File: src/rtl/pwr_mode_pkg.sv
// Constants and types shared by the power reduction mode controller.
package pwr_mode_pkg;
    localparam int unsigned MODE_W          = 2;
    localparam logic [1:0]  MODE_NORMAL     = 2'h0;
    localparam logic [1:0]  MODE_IDLE       = 2'h1;
    localparam logic [1:0]  MODE_PDOWN      = 2'h2;
    localparam logic [1:0]  MODE_TOTAL      = 2'h3;
    localparam int unsigned MODE_LOW_POS    = 0;
    localparam int unsigned MODE_HIGH_POS   = 1;
    localparam logic [1:0]  MODE_RESET_VAL  = 2'h0;
    localparam int unsigned STABLE_XTAL_CYC = 1024;
    localparam int unsigned STABLE_RC_CYC   = 256;
    localparam int unsigned CNT_W           = 11;
    localparam int unsigned NUM_IRQ         = 6;
    localparam int unsigned IRQ_EXT         = 0;
    localparam int unsigned IRQ_BROWNOUT    = 1;
    localparam int unsigned IRQ_KEYBOARD    = 2;
    localparam int unsigned IRQ_RTC         = 3;
    localparam int unsigned IRQ_WATCHDOG    = 4;
    localparam int unsigned IRQ_COMPARATOR  = 5;
    localparam logic [5:0]  TOTAL_WAKE_MASK = 6'h1d;

    typedef enum logic [4:0] {
        ST_RUN    = 5'h01,
        ST_IDLE   = 5'h02,
        ST_PDOWN  = 5'h04,
        ST_TOTAL  = 5'h08,
        ST_STABLE = 5'h10
    } pwr_state_t;
endpackage

File: src/rtl/power_reduction_mode_control.sv
// Power reduction mode controller: mode sequencing, clock gating and wake logic.
//
// Overview of operation
// Mode comes from the low two bits of the power control register.
// Mode 00 is normal running; it is the value after reset.
// Mode 01 halts execution while peripherals keep their clocks.
// Idle ends on any enabled interrupt or any enabled reset.
// Mode 10 stops the main oscillator.
// Power down ends on reset or external, brownout, keyboard, timer, watchdog, comparator.
// Reset wakes only if enabled; interrupt needs its enable and global enable.
// RC oscillator off in power down unless it clocks system and timer runs.
// On wake, restart oscillator at once, resume only once stable.
// Stability wait is 1024 clocks for crystal, 256 for RC or external.
// Comparators run in power down unless their power-off bit set and disabled.
// Real-time timer runs in power down unless its power-off bit is one.
// Mode 11 is power down plus brownout and comparators switched off.
// Total power down gives no brownout reset and no brownout interrupt.
// Comparator and brownout interrupts do not wake total power down.
// Total power down wakes only from watchdog, external, keyboard, timer; the code also wakes it on an enabled reset.
// Watchdog with its clock-select set runs in power down and can wake.
// Interrupt wake services the interrupt, then resumes after the mode write.
`timescale 1ns/1ps
module power_reduction_mode_control #(
    parameter int unsigned XTAL_CYC = pwr_mode_pkg::STABLE_XTAL_CYC,
    parameter int unsigned RC_CYC   = pwr_mode_pkg::STABLE_RC_CYC
) (
    // Clock and reset
    input  wire logic                               CLK,
    input  wire logic                               ARST_N,
    // Power control register access from the core
    input  wire logic                               MODE_WE,
    input  wire logic [pwr_mode_pkg::MODE_W-1:0]    MODE_WDATA,
    // Configuration from other control registers
    input  wire logic                               GLOBAL_IRQ_ENABLE,
    input  wire logic [pwr_mode_pkg::NUM_IRQ-1:0]   IRQ_ENABLE,
    input  wire logic                               XTAL_SELECTED,
    input  wire logic                               RC_IS_SYSCLK,
    input  wire logic                               RTC_ENABLE,
    input  wire logic                               RTC_POWER_OFF,
    input  wire logic                               CMP_POWER_OFF,
    input  wire logic                               CMP_ENABLE,
    input  wire logic                               WATCHDOG_CLOCK_SELECT,
    // Wake sources from peripherals and pins
    input  wire logic [pwr_mode_pkg::NUM_IRQ-1:0]   IRQ_REQ,
    input  wire logic                               RESET_REQ,
    input  wire logic                               RESET_ENABLE,
    input  wire logic                               WDT_RESET_REQ,
    // Status and gating outputs
    output logic      [pwr_mode_pkg::MODE_W-1:0]    POWER_MODE,
    output logic                                    CPU_RUN,
    output logic                                    PERIPH_CLK_EN,
    output logic                                    OSC_EN,
    output logic                                    RC_OSC_EN,
    output logic                                    BROWNOUT_EN,
    output logic                                    CMP_EN,
    output logic                                    RTC_RUN,
    output logic                                    WDT_RUN,
    output logic                                    WAKE_RESET,
    output logic                                    WAKE_IRQ
);

    // Wake inputs come from pins and other domains, so they are synchronised.
    localparam int unsigned SW = pwr_mode_pkg::NUM_IRQ + 2;
    logic [SW-1:0] sync1_r;
    logic [SW-1:0] sync2_r;
    always_ff @(posedge CLK or negedge ARST_N) begin
        if (!ARST_N) begin
            sync1_r <= '0;
            sync2_r <= '0;
        end else begin
            sync1_r <= {WDT_RESET_REQ, RESET_REQ, IRQ_REQ};
            sync2_r <= sync1_r;
        end
    end

    logic [pwr_mode_pkg::NUM_IRQ-1:0] irq_s;
    logic                             rst_s;
    logic                             wdt_rst_s;
    assign irq_s     = sync2_r[pwr_mode_pkg::NUM_IRQ-1:0];
    assign rst_s     = sync2_r[pwr_mode_pkg::NUM_IRQ];
    assign wdt_rst_s = sync2_r[pwr_mode_pkg::NUM_IRQ+1];

    pwr_mode_pkg::pwr_state_t state_r;
    pwr_mode_pkg::pwr_state_t state_nxt;
    logic [pwr_mode_pkg::MODE_W-1:0] mode_r;
    logic [pwr_mode_pkg::CNT_W-1:0]  cnt_r;
    logic                            rst_wake_r;

    // Per-source wake qualification for each mode.
    logic [pwr_mode_pkg::NUM_IRQ-1:0] irq_ok;
    logic [pwr_mode_pkg::NUM_IRQ-1:0] pd_ok;
    logic [pwr_mode_pkg::NUM_IRQ-1:0] tpd_ok;
    genvar g;
    generate
        for (g = 0; g < pwr_mode_pkg::NUM_IRQ; g++) begin : g_wake
            assign irq_ok[g] = irq_s[g] & IRQ_ENABLE[g] & GLOBAL_IRQ_ENABLE;
            assign pd_ok[g]  = irq_ok[g];
            assign tpd_ok[g] = irq_ok[g] & pwr_mode_pkg::TOTAL_WAKE_MASK[g];
        end
    endgenerate

    logic wdt_alive;
    logic rst_ok;
    logic wake_pd;
    logic wake_tpd;
    logic wake_idle;
    // In power down the watchdog keeps ticking only on its own clock; otherwise it can't wake.
    assign wdt_alive = WATCHDOG_CLOCK_SELECT;
    assign rst_ok    = (rst_s & RESET_ENABLE) | (wdt_rst_s & wdt_alive);
    assign wake_idle = |irq_ok | rst_ok;
    assign wake_pd   = |(pd_ok & {1'b1, wdt_alive, 4'hf}) | rst_ok;
    assign wake_tpd  = |(tpd_ok & {1'b1, wdt_alive, 4'hf}) | rst_ok;

    logic [pwr_mode_pkg::CNT_W-1:0] wait_len;
    assign wait_len = XTAL_SELECTED ? pwr_mode_pkg::CNT_W'(XTAL_CYC - 1)
                                    : pwr_mode_pkg::CNT_W'(RC_CYC - 1);

    always_comb begin
        state_nxt = state_r;
        case (state_r)
            pwr_mode_pkg::ST_RUN: begin
                if (MODE_WE) begin
                    case (MODE_WDATA)
                        pwr_mode_pkg::MODE_IDLE:  state_nxt = pwr_mode_pkg::ST_IDLE;
                        pwr_mode_pkg::MODE_PDOWN: state_nxt = pwr_mode_pkg::ST_PDOWN;
                        pwr_mode_pkg::MODE_TOTAL: state_nxt = pwr_mode_pkg::ST_TOTAL;
                        default:                  state_nxt = pwr_mode_pkg::ST_RUN;
                    endcase
                end
            end
            pwr_mode_pkg::ST_IDLE: begin
                if (wake_idle) state_nxt = pwr_mode_pkg::ST_RUN;
            end
            pwr_mode_pkg::ST_PDOWN: begin
                if (wake_pd) state_nxt = pwr_mode_pkg::ST_STABLE;
            end
            pwr_mode_pkg::ST_TOTAL: begin
                if (wake_tpd) state_nxt = pwr_mode_pkg::ST_STABLE;
            end
            pwr_mode_pkg::ST_STABLE: begin
                if (cnt_r == '0) state_nxt = pwr_mode_pkg::ST_RUN;
            end
            default: state_nxt = pwr_mode_pkg::ST_RUN;
        endcase
    end

    always_ff @(posedge CLK or negedge ARST_N) begin
        if (!ARST_N) state_r <= pwr_mode_pkg::ST_RUN;
        else         state_r <= state_nxt;
    end

    // Stability counter loads on wake and counts down to zero.
    always_ff @(posedge CLK or negedge ARST_N) begin
        if (!ARST_N) begin
            cnt_r <= '0;
        end else if (state_r != pwr_mode_pkg::ST_STABLE &&
                     state_nxt == pwr_mode_pkg::ST_STABLE) begin
            cnt_r <= wait_len;
        end else if (cnt_r != '0) begin
            cnt_r <= cnt_r - 1'b1;
        end
    end

    // The mode field clears on wake so that execution carries on in normal mode
    // after the interrupt handler returns to the instruction after the write.
    always_ff @(posedge CLK or negedge ARST_N) begin
        if (!ARST_N) begin
            mode_r <= pwr_mode_pkg::MODE_RESET_VAL;
        end else if (state_nxt == pwr_mode_pkg::ST_RUN && state_r != pwr_mode_pkg::ST_RUN) begin
            mode_r <= pwr_mode_pkg::MODE_NORMAL;
        end else if (MODE_WE && state_r == pwr_mode_pkg::ST_RUN) begin
            mode_r <= MODE_WDATA;
        end
    end

    always_ff @(posedge CLK or negedge ARST_N) begin
        if (!ARST_N) begin
            rst_wake_r <= 1'b0;
        end else begin
            // The wake cause is latched on leaving sleep, since the wait would hide it.
            if (state_r != pwr_mode_pkg::ST_RUN && state_r != pwr_mode_pkg::ST_STABLE
                && state_nxt != state_r)
                rst_wake_r <= rst_ok;
        end
    end

    // Gating outputs, registered from next-state so they track state_r; POWER_MODE is registered from mode_r.
    logic sleep_nxt;
    logic tot_nxt;
    assign sleep_nxt = (state_nxt == pwr_mode_pkg::ST_PDOWN) ||
                       (state_nxt == pwr_mode_pkg::ST_TOTAL);
    assign tot_nxt   = (state_nxt == pwr_mode_pkg::ST_TOTAL);

    // A return to run from idle or from the stability wait, and whether a reset caused it.
    logic back_to_run;
    logic woke_by_rst;
    assign back_to_run = (state_nxt == pwr_mode_pkg::ST_RUN) &&
                         (state_r == pwr_mode_pkg::ST_STABLE ||
                          state_r == pwr_mode_pkg::ST_IDLE);
    assign woke_by_rst = (state_r == pwr_mode_pkg::ST_IDLE) ? rst_ok : rst_wake_r;

    always_ff @(posedge CLK or negedge ARST_N) begin
        if (!ARST_N) begin
            POWER_MODE    <= pwr_mode_pkg::MODE_RESET_VAL;
            CPU_RUN       <= 1'b1;
            PERIPH_CLK_EN <= 1'b1;
            OSC_EN        <= 1'b1;
            RC_OSC_EN     <= 1'b1;
            BROWNOUT_EN   <= 1'b1;
            CMP_EN        <= 1'b1;
            RTC_RUN       <= 1'b1;
            WDT_RUN       <= 1'b1;
            WAKE_RESET    <= 1'b0;
            WAKE_IRQ      <= 1'b0;
        end else begin
            POWER_MODE    <= mode_r;
            CPU_RUN       <= (state_nxt == pwr_mode_pkg::ST_RUN);
            PERIPH_CLK_EN <= !sleep_nxt;
            OSC_EN        <= !sleep_nxt;
            RC_OSC_EN     <= !sleep_nxt || (RC_IS_SYSCLK && RTC_ENABLE);
            BROWNOUT_EN   <= !tot_nxt;
            CMP_EN        <= !tot_nxt && !(sleep_nxt && CMP_POWER_OFF && !CMP_ENABLE);
            RTC_RUN       <= !(sleep_nxt && RTC_POWER_OFF);
            WDT_RUN       <= !sleep_nxt || wdt_alive;
            WAKE_RESET    <= back_to_run && woke_by_rst;
            WAKE_IRQ      <= back_to_run && !woke_by_rst;
        end
    end

    // Assertion helper: cycles spent in the stability wait, and the clock choice that set it.
    logic [pwr_mode_pkg::CNT_W-1:0] wait_seen_r;
    logic                           wait_xtal_r;
    always_ff @(posedge CLK or negedge ARST_N) begin
        if (!ARST_N) begin
            wait_seen_r <= '0;
            wait_xtal_r <= 1'b0;
        end else if (state_r != pwr_mode_pkg::ST_STABLE) begin
            wait_seen_r <= '0;
            wait_xtal_r <= XTAL_SELECTED;
        end else begin
            wait_seen_r <= wait_seen_r + 1'b1;
        end
    end

    // Brownout and comparator requests must never end total power down.
    no_bo_wake_a: assert property (@(posedge CLK) disable iff (!ARST_N)
        (state_r == pwr_mode_pkg::ST_TOTAL && !rst_ok &&
         !irq_ok[pwr_mode_pkg::IRQ_EXT] && !irq_ok[pwr_mode_pkg::IRQ_KEYBOARD] &&
         !irq_ok[pwr_mode_pkg::IRQ_RTC] && !irq_ok[pwr_mode_pkg::IRQ_WATCHDOG]) |=>
        state_r == pwr_mode_pkg::ST_TOTAL)
        else $error("total power down left without a permitted source");
    brownout_off_a: assert property (@(posedge CLK) disable iff (!ARST_N)
        state_r == pwr_mode_pkg::ST_TOTAL |-> !BROWNOUT_EN)
        else $error("brownout enabled in total power down");
    osc_stop_a: assert property (@(posedge CLK) disable iff (!ARST_N)
        (state_r == pwr_mode_pkg::ST_PDOWN) |-> !OSC_EN && !CPU_RUN)
        else $error("oscillator or cpu running in power down");
    osc_restart_a: assert property (@(posedge CLK) disable iff (!ARST_N)
        (state_r == pwr_mode_pkg::ST_STABLE) |-> OSC_EN && !CPU_RUN)
        else $error("oscillator off or cpu early during stability wait");
    stable_len_a: assert property (@(posedge CLK) disable iff (!ARST_N)
        (state_r == pwr_mode_pkg::ST_STABLE && state_nxt == pwr_mode_pkg::ST_RUN) |->
        wait_seen_r == (wait_xtal_r ? pwr_mode_pkg::CNT_W'(XTAL_CYC - 1)
                                    : pwr_mode_pkg::CNT_W'(RC_CYC - 1)))
        else $error("stability wait has the wrong length");
    idle_wake_a: assert property (@(posedge CLK) disable iff (!ARST_N)
        (state_r == pwr_mode_pkg::ST_IDLE && wake_idle) |=> state_r == pwr_mode_pkg::ST_RUN)
        else $error("idle not left on enabled wake");
    idle_periph_a: assert property (@(posedge CLK) disable iff (!ARST_N)
        state_r == pwr_mode_pkg::ST_IDLE |-> PERIPH_CLK_EN && !CPU_RUN)
        else $error("idle gating wrong");
    gated_irq_a: assert property (@(posedge CLK) disable iff (!ARST_N)
        (state_r == pwr_mode_pkg::ST_IDLE && !GLOBAL_IRQ_ENABLE && !rst_ok) |=>
        state_r == pwr_mode_pkg::ST_IDLE)
        else $error("woke with global interrupt enable clear");
    rtc_off_a: assert property (@(posedge CLK) disable iff (!ARST_N)
        (state_r == pwr_mode_pkg::ST_PDOWN && $past(RTC_POWER_OFF) && RTC_POWER_OFF) |-> !RTC_RUN)
        else $error("timer running with power off bit set");
    rc_keep_a: assert property (@(posedge CLK) disable iff (!ARST_N)
        ((state_r == pwr_mode_pkg::ST_PDOWN || state_r == pwr_mode_pkg::ST_TOTAL) &&
         $past(RC_IS_SYSCLK && RTC_ENABLE)) |-> RC_OSC_EN)
        else $error("rc oscillator stopped while clocking the timer");
    mode_write_a: assert property (@(posedge CLK) disable iff (!ARST_N)
        (MODE_WE && state_r == pwr_mode_pkg::ST_RUN) |->
        ##2 POWER_MODE == $past(MODE_WDATA, 2))
        else $error("mode field does not show the written value");
    normal_run_a: assert property (@(posedge CLK) disable iff (!ARST_N)
        state_r == pwr_mode_pkg::ST_RUN |->
        CPU_RUN && OSC_EN && PERIPH_CLK_EN && BROWNOUT_EN && CMP_EN)
        else $error("power reduction active in normal mode");
    pdown_wake_a: assert property (@(posedge CLK) disable iff (!ARST_N)
        (state_r == pwr_mode_pkg::ST_PDOWN && (rst_ok ||
         irq_ok[pwr_mode_pkg::IRQ_EXT] || irq_ok[pwr_mode_pkg::IRQ_BROWNOUT] ||
         irq_ok[pwr_mode_pkg::IRQ_KEYBOARD] || irq_ok[pwr_mode_pkg::IRQ_RTC] ||
         irq_ok[pwr_mode_pkg::IRQ_COMPARATOR])) |=> state_r == pwr_mode_pkg::ST_STABLE)
        else $error("power down not left on a permitted wake source");
    cmp_keep_a: assert property (@(posedge CLK) disable iff (!ARST_N)
        (state_r == pwr_mode_pkg::ST_PDOWN && !$past(CMP_POWER_OFF)) |-> CMP_EN)
        else $error("comparators stopped without their power-off bit");
    rtc_keep_a: assert property (@(posedge CLK) disable iff (!ARST_N)
        (state_r == pwr_mode_pkg::ST_PDOWN && !$past(RTC_POWER_OFF)) |-> RTC_RUN)
        else $error("timer stopped without its power-off bit");
    total_off_a: assert property (@(posedge CLK) disable iff (!ARST_N)
        state_r == pwr_mode_pkg::ST_TOTAL |-> !CMP_EN && !OSC_EN && !CPU_RUN)
        else $error("comparators or oscillator running in total power down");
    total_wake_a: assert property (@(posedge CLK) disable iff (!ARST_N)
        (state_r == pwr_mode_pkg::ST_TOTAL && (irq_ok[pwr_mode_pkg::IRQ_EXT] ||
         irq_ok[pwr_mode_pkg::IRQ_KEYBOARD] || irq_ok[pwr_mode_pkg::IRQ_RTC])) |=>
        state_r == pwr_mode_pkg::ST_STABLE)
        else $error("total power down not left on a permitted source");
    wdt_wake_a: assert property (@(posedge CLK) disable iff (!ARST_N)
        ((state_r == pwr_mode_pkg::ST_PDOWN || state_r == pwr_mode_pkg::ST_TOTAL) &&
         WATCHDOG_CLOCK_SELECT && (wdt_rst_s || irq_ok[pwr_mode_pkg::IRQ_WATCHDOG])) |=>
        state_r == pwr_mode_pkg::ST_STABLE)
        else $error("watchdog on its own clock did not wake the device");
    wake_pulse_a: assert property (@(posedge CLK) disable iff (!ARST_N)
        WAKE_IRQ |-> CPU_RUN ##1 !WAKE_IRQ)
        else $error("interrupt wake pulse wrong");
    mode_clear_a: assert property (@(posedge CLK) disable iff (!ARST_N)
        (WAKE_IRQ || WAKE_RESET) |=> POWER_MODE == pwr_mode_pkg::MODE_NORMAL)
        else $error("mode field not back to normal after wake");

endmodule // power_reduction_mode_control

File: config.mk
export PLATFORM = sky130hd
export DESIGN_NAME = power_reduction_mode_control
export DESIGN_NICKNAME = d
export VERILOG_FILES = /design/src/rtl/pwr_mode_pkg.sv /design/src/rtl/power_reduction_mode_control.sv
export SDC_FILE = /design/constraint.sdc
export NUM_CORES = 1
export LEC_CHECK = 0
export BUFFER_PORTS_ARGS = -buffer_cell sky130_fd_sc_hd__buf_4
export CELL_PAD_IN_SITES_DETAIL_PLACEMENT = 1
export CELL_PAD_IN_SITES_GLOBAL_PLACEMENT = 1
export CORE_ASPECT_RATIO = 1.25
export CORE_UTILIZATION = 45
export CTS_BUF_LIST = sky130_fd_sc_hd__clkbuf_4 sky130_fd_sc_hd__clkbuf_8 sky130_fd_sc_hd__clkbuf_16
export CTS_CLUSTER_SIZE = 10
export DETAILED_ROUTE_END_ITERATION = 16
export PLACE_DENSITY = 0.86
export SLEW_MARGIN = 15
export SYNTH_ARGS = -nofsm -noshare
export SYNTH_HDL_FRONTEND = slang
export SYNTH_SLANG_ARGS = --single-unit
File: constraint.sdc
create_clock -name CLK -period 3.85 [get_ports CLK]
set_input_delay 0.77 -clock CLK [delete_from_list [all_inputs] [get_ports CLK]]
set_output_delay 0.77 -clock CLK [all_outputs]
set_load 0.02 [all_outputs]
# == Word level (Yosys, flattened, before mapping) ==
# Index checks and enable logic that the tools add are counted.
# classes
bitwise_logic,20
shift,0
order_cmp,0
addsub,1
n_reduce_logical,30
n_eq_ne,15
n_mul,0
mux,13
n_div,0
# op_table
op,count
5-bit two-way mux,5
5-bit one-hot mux with 5 select lines,1
11-bit two-way mux,2
6-bit OR reduction,3
1-bit bitwise AND,14
1-bit logical AND,13
4-bit one-hot mux with 3 select lines,1
11-bit logical NOT,1
11-bit nonzero test,1
11-bit by 1-bit subtractor with 11-bit output (second input constant),1
5-bit by 1-bit equality test with 1-bit output (second input constant),2
5-bit by 3-bit equality test with 1-bit output (second input constant),2
5-bit by 4-bit equality test with 1-bit output (second input constant),2
5-bit equality test (second input constant),2
10-bit two-way mux,1
5-bit by 6-bit bitwise AND with 6-bit output,1
6-bit bitwise AND,1
1-bit logical NOT,6
5-bit by 2-bit equality test with 1-bit output (second input constant),1
5-bit by 1-bit != test with 1-bit output (second input constant),1
5-bit != test,1
5-bit != test (second input constant),1
2-bit equality test (second input constant),2
1-bit logical OR,4
5 further kinds,10
# totals
input_bits,28
ram_bits,0
romBits,0
output_inout_bits,12
ff_bits,46
elab_cells,95
latchBits,0
mem_count,0

# == Longest topological paths before layout ==
# depth
word_depth,13
ltp_mapped,8
depth_no_buf,8

# == Least setup slack after synthesis ==
# No wires, ideal clock.
# synth_timing
kind,input -> register
start,input port RESET_ENABLE
end,register rst_wake_r
n_path_buf,0
path_stages,6
path_slack_ns,1.599
t_arrival_ns,2.112
setup_time_ns,0.139
required_ns,3.711
path_cell_list,a22oi_1 -> nand3_1 -> o41ai_1 -> o221ai_1 -> a2111oi_1 -> a211oi_1
# synth_between
elab_chain_len,7
word_cells_on_any_way,11
classes_between,1 x eq/ne; 4 x mux; 5 x bitwise; 1 x reduce/logical
# synth_rtl
element,line_no,rtl
start: declaration,power_reduction_mode_control.sv:46,"input wire logic RESET_ENABLE,"
1-bit bitwise AND *,power_reduction_mode_control.sv:109,assign rst_ok = (rst_s & RESET_ENABLE) | (wdt_rst_s & wdt_alive);
1-bit bitwise OR *,power_reduction_mode_control.sv:109,
"1-bit bitwise OR, on equally long branches","power_reduction_mode_control.sv:112, power_reduction_mode_control.sv:110, power_reduction_mode_control.sv:111",
"5-bit two-way mux, on equally long branches","power_reduction_mode_control.sv:138, power_reduction_mode_control.sv:132, power_reduction_mode_control.sv:135",
5-bit one-hot mux with 5 select lines,power_reduction_mode_control.sv:120,case (state_r)
5-bit != test,power_reduction_mode_control.sv:182,&& state_nxt != state_r)
1-bit logical AND,power_reduction_mode_control.sv:182,
end signal: assignment,power_reduction_mode_control.sv:183,rst_wake_r <= rst_ok;
end: declaration,power_reduction_mode_control.sv:87,logic rst_wake_r;
# Every way passes the cells marked *; elsewhere a longest branch is shown, timed or not.
# A chain may end at the register's enable or synchronous reset.

# == Final worst setup path ==
# layout_timing
start,input port RESET_ENABLE
end,register rst_wake_r
# layout_between
elab_chain_len,7
word_cells_on_any_way,11
classes_between,1 x eq/ne; 4 x mux; 5 x bitwise; 1 x reduce/logical
# layout_rtl
element,line_no,rtl
1-bit bitwise AND *,power_reduction_mode_control.sv:109,
1-bit bitwise OR *,power_reduction_mode_control.sv:109,
"1-bit bitwise OR, on equally long branches","power_reduction_mode_control.sv:112, power_reduction_mode_control.sv:110, power_reduction_mode_control.sv:111",
"5-bit two-way mux, on equally long branches","power_reduction_mode_control.sv:138, power_reduction_mode_control.sv:132, power_reduction_mode_control.sv:135",
5-bit one-hot mux with 5 select lines *,power_reduction_mode_control.sv:120,
via state_nxt[0],power_reduction_mode_control.sv:84,pwr_mode_pkg::pwr_state_t state_nxt;
5-bit != test *,power_reduction_mode_control.sv:182,
1-bit logical AND *,power_reduction_mode_control.sv:182,
# Mark *: on every way through the listed nets, which the timed path passes. The rest lies on a longest branch.

==> results.md <==
* Slowest stage delay, CP at between 0.4 and 0.5 ns
* Rel. slew slack at between 50% and 60%
* Compound-Gate Fraction of Synth Area at a little over an eighth
* Final Total Pwr at approximately 1400 uW
* Synth Flop Type: dfrtp_1
* Fmax at 0.4014 GHz
* P_leak at between 0.001 and 0.0015 uW
* Buf+Inv Stages, Crit Path at 1
* Pre-antenna DRT Iters at 5
* Core area at approximately 4200 sq um
* Post-synth top area share at a little under half
* Synth warn at 0
* Nets@finish at about 240
* GRT Total Usage at 23.76%
* Seq pwr share at between 40% and 50%
* Final setup viols at 0
* Initial antenna violation count at 0
* Mapped cell area at around 2000 sq um
* Post-CTS Setup Repair Bufs at 0
* CTS Buffer Depth at 2
* Ys async rst share at 100.0%
* Via count at 1543
* Global-route wire length before repair at roughly 8 mm
* Cells taking the most area after synthesis: dfrtp_1 (48%), dfstp_2 (11%), xnor2_1 (3.5%)
* Htree depth at 2
* Sink Count at 46
* GRT overflow at 0
* Library cells used by synthesis at 56
* Syn Nets at 203
* Cell mode on critical path: nand3_1
* Initial drt markers at 31
* HPWL after DPL at about 3.5 mm
* Core Rows at 26
* Number of max-cap violations at 0
* Antenna violation net count after detailed routing at 0
* Grt met3 use at under 10%
* TritonCTS Buffers at 5
* GR Layer Usage met2 at 41.52%
* IO Count at 40
* Post-synthesis simple-gate area fraction at around a fifth
* I/O Buffers at 39
* Placed Instances at between 200 and 300
* Slew Viols, Final at 0
* Setup_tns at 0 ns
* Slowest stage cell, crit path: o21ai_0
* DIE WIDTH at just over 60 microns
* Fillcell total at 480
* Synth Area per Inst at between 10 and 15 sq um
* Area growth, synth to finish at 21.93%
* Die Ht at between 70 and 80 microns
* Crit path cell chain: buf_4 > a22oi_1 > nand3_1 > o21ai_0 > nand3_1 > a31o_2 > a211oi_1
* Clk network pwr share at approximately a quarter
* Final hold violations at 0
* Final Wtd Congestion at 0.8514
* Syn Inst Count at about 170
* Period utilization at between 60% and 70%
* CTS tree: done
* Internal power at around 970 uW
* Worst hold path type: reg2reg
* CP Max Fanout at 5
* Post-synthesis sequential area ratio at about three fifths
* Arrival time worst endpoint at ~2.7 ns
* Setup Skew at 0.006856 ns
* P per Cell Area at approximately 590 nW/um^2
* CP delay by family, top: compound AO/OA/AOI/OAI gates
* Post-synth EDFFs at 0
* Largest family of logic cells by synthesized area: simple AND/OR/NAND/NOR gates
* Met1 Usage GRT at 26.83%
* Switch Pwr at 457.3 uW
* Clock transition at the registers of the reported paths at roughly 0.080 ns
* Synth Area in XOR/XNOR at under 10%
* Crit path capture type: flip-flop
* Vias in the first global route at roughly 1700
* Critical Path RT at 4.06 ns
* Ant diodes at 0
* Seq cells post-synth at 46
* Worst-Margin Slew at between 0.7 and 0.8 ns
* VDD IR max at 0.2709 mV
* Mux cell area share after synthesis at less than 1%
* Number of gates resized after cts at 0
* Worst Path Class, Setup: in2reg
* Root Buffer: clkbuf_8
* Final non-filler cell total at 272
* CP startpoint kind: primary input
* Logic gate share of total power at 27.4%
* Initial cell density of the core at between 40% and 50%
* RSZ-0062 raised after global routing: no
* Status: completed
* Min Tclk post-route at around 2.5 ns
* Later-pin clock latency in the skew report at 0.30 ns
* Top Usage Layer GRT: met2
* Drt total wl at between 4 and 5 mm
* Wire per inst at between 15 and 20 microns
* Vias/cell at about 5.7
* Sw frac at 31.93%
* Share of synthesized cell area in full adder, half adder and majority cells at 0.6301%
* Post-synth top area cell: dfrtp_1
* DRC violations left at 0
* Layout cells sized above 1 at approximately a third
* Pin count of the biggest net entering global routing at 47
* Total Die Area at approximately 4700 sq um
* Hold-fix buffers at CTS at 0
==> power groups by stage <==
stage / clock network, uW / registers [uW] / logic [uW]
detailed placement: 0 / 683 / 393
finish: 365 / 675 / 392
CTS: 375 / 675 / 397
global route: 392 / 687 / 431
global placement: 0 / 672 / 363
floorplan: 0 / 674 / 264
==> path summary, 6_finish.rpt <==
check                                startpoint  slack (ns)                      to  depth (start not counted)
max                                RESET_ENABLE        1.36  rst_wake_r$_DFFE_PN0P_                          7
min                        sync1_r[2]$_DFF_PN0_        0.35    sync2_r[2]$_DFF_PN0_                          0
max reg2reg                state_r[3]$_DFF_PN0_        1.46  rst_wake_r$_DFFE_PN0P_                          6
min reg2reg                sync1_r[2]$_DFF_PN0_        0.35    sync2_r[2]$_DFF_PN0_                          0
max in group asynchronous                ARST_N        3.00    sync2_r[6]$_DFF_PN0_                          1
min in group asynchronous                ARST_N        0.46    cnt_r[8]$_DFFE_PN0P_                          1
==> layout make-up <==
cell class              instances  area, sq um  share of cell area [%]
multi-input cells             115        753.2                   31.11
clock inverters                 1        30.03                   1.240
clock buffers                   7        83.83                   3.463
inverters                       8        30.03                   1.240
repair buffers                 39        292.8                   12.09
flip-flops and latches         46         1161                   47.96
well taps                      56        70.07                   2.894
==> routing by layer <==
metal	share of wire [%]	vias up
li1	-	706
met1	38	782
met2	56	42
met3	3.1	13
met4	3.3	0
met5	0	-
==> cells in the final DEF, fill, tap and decap left out, drive strengths merged, types with 3 or more instances in the layout <==
| cell | n |
|---|---|
| buf | 39 |
| dfrtp | 38 |
| nand2 | 19 |
| o21ai | 11 |
| dfstp | 8 |
| inv | 8 |
| nand3 | 8 |
| xnor2 | 8 |
| nor2 | 7 |
| clkbuf | 7 |
| nor4 | 6 |
| nor3 | 6 |
| a22oi | 4 |
| nand2b | 4 |
| a21oi | 3 |
| or2 | 3 |
| or4 | 3 |
==> sequential cells by signal, summed over array words and instances, names as in the netlist <==
| register | cells |
|---|---|
| WDT_RUN | 1 |
| RTC_RUN | 1 |
| state_r | 5 |
| sync1_r | 8 |
| CPU_RUN | 1 |
| cnt_r | 11 |
| POWER_MODE | 2 |
| OSC_EN | 1 |
| CMP_EN | 1 |
| rst_wake_r | 1 |
| sync2_r | 8 |
| BROWNOUT_EN | 1 |
| mode_r | 2 |
| WAKE_RESET | 1 |
| RC_OSC_EN | 1 |
| WAKE_IRQ | 1 |
==> Yosys cell counts, drive strengths merged, types with 4 or more instances <==
library cell and number:
nor3 6, dfrtp 38, dfstp 8, nand2b 4
xnor2 8, nor4 6, inv 8, o21ai 11
nand3 8, nand2 19, nor2 7, a22oi 4
buf 4
==> worst register-to-register path: stages (launching register included) <==
cell and delay (ns):
dfrtp_1 0.50, or2_4 0.33, or4_1 0.42, nor3_1 0.35
o221ai_1 0.20, a2111oi_1 0.39, a211oi_1 0.10
==> logic make-up after synthesis <==
group,after synthesis
flops,46
buf+inv,13
mux,1
xor+xnor,10
simple gates,65
fa+ha+maj,1
compound gates,38
==> stage by stage <==
stage / cell area, sq um / worst slack [ns] / hold slack, ns / utilization (%)
floorplan: 1986 / 1.599 / 0.3312 / -
global placement: 2307 / 1.303 / 0.3325 / 55.41
detailed placement: 2307 / 1.162 / 0.3381 / 55.41
CTS: 2421 / 1.422 / 0.3562 / 58.14
global route: 2421 / 1.206 / 0.3582 / 58.14
finish: 2421 / 1.358 / 0.3538 / 58.14
No activity file was read; power rests on OpenSTA's default activity.
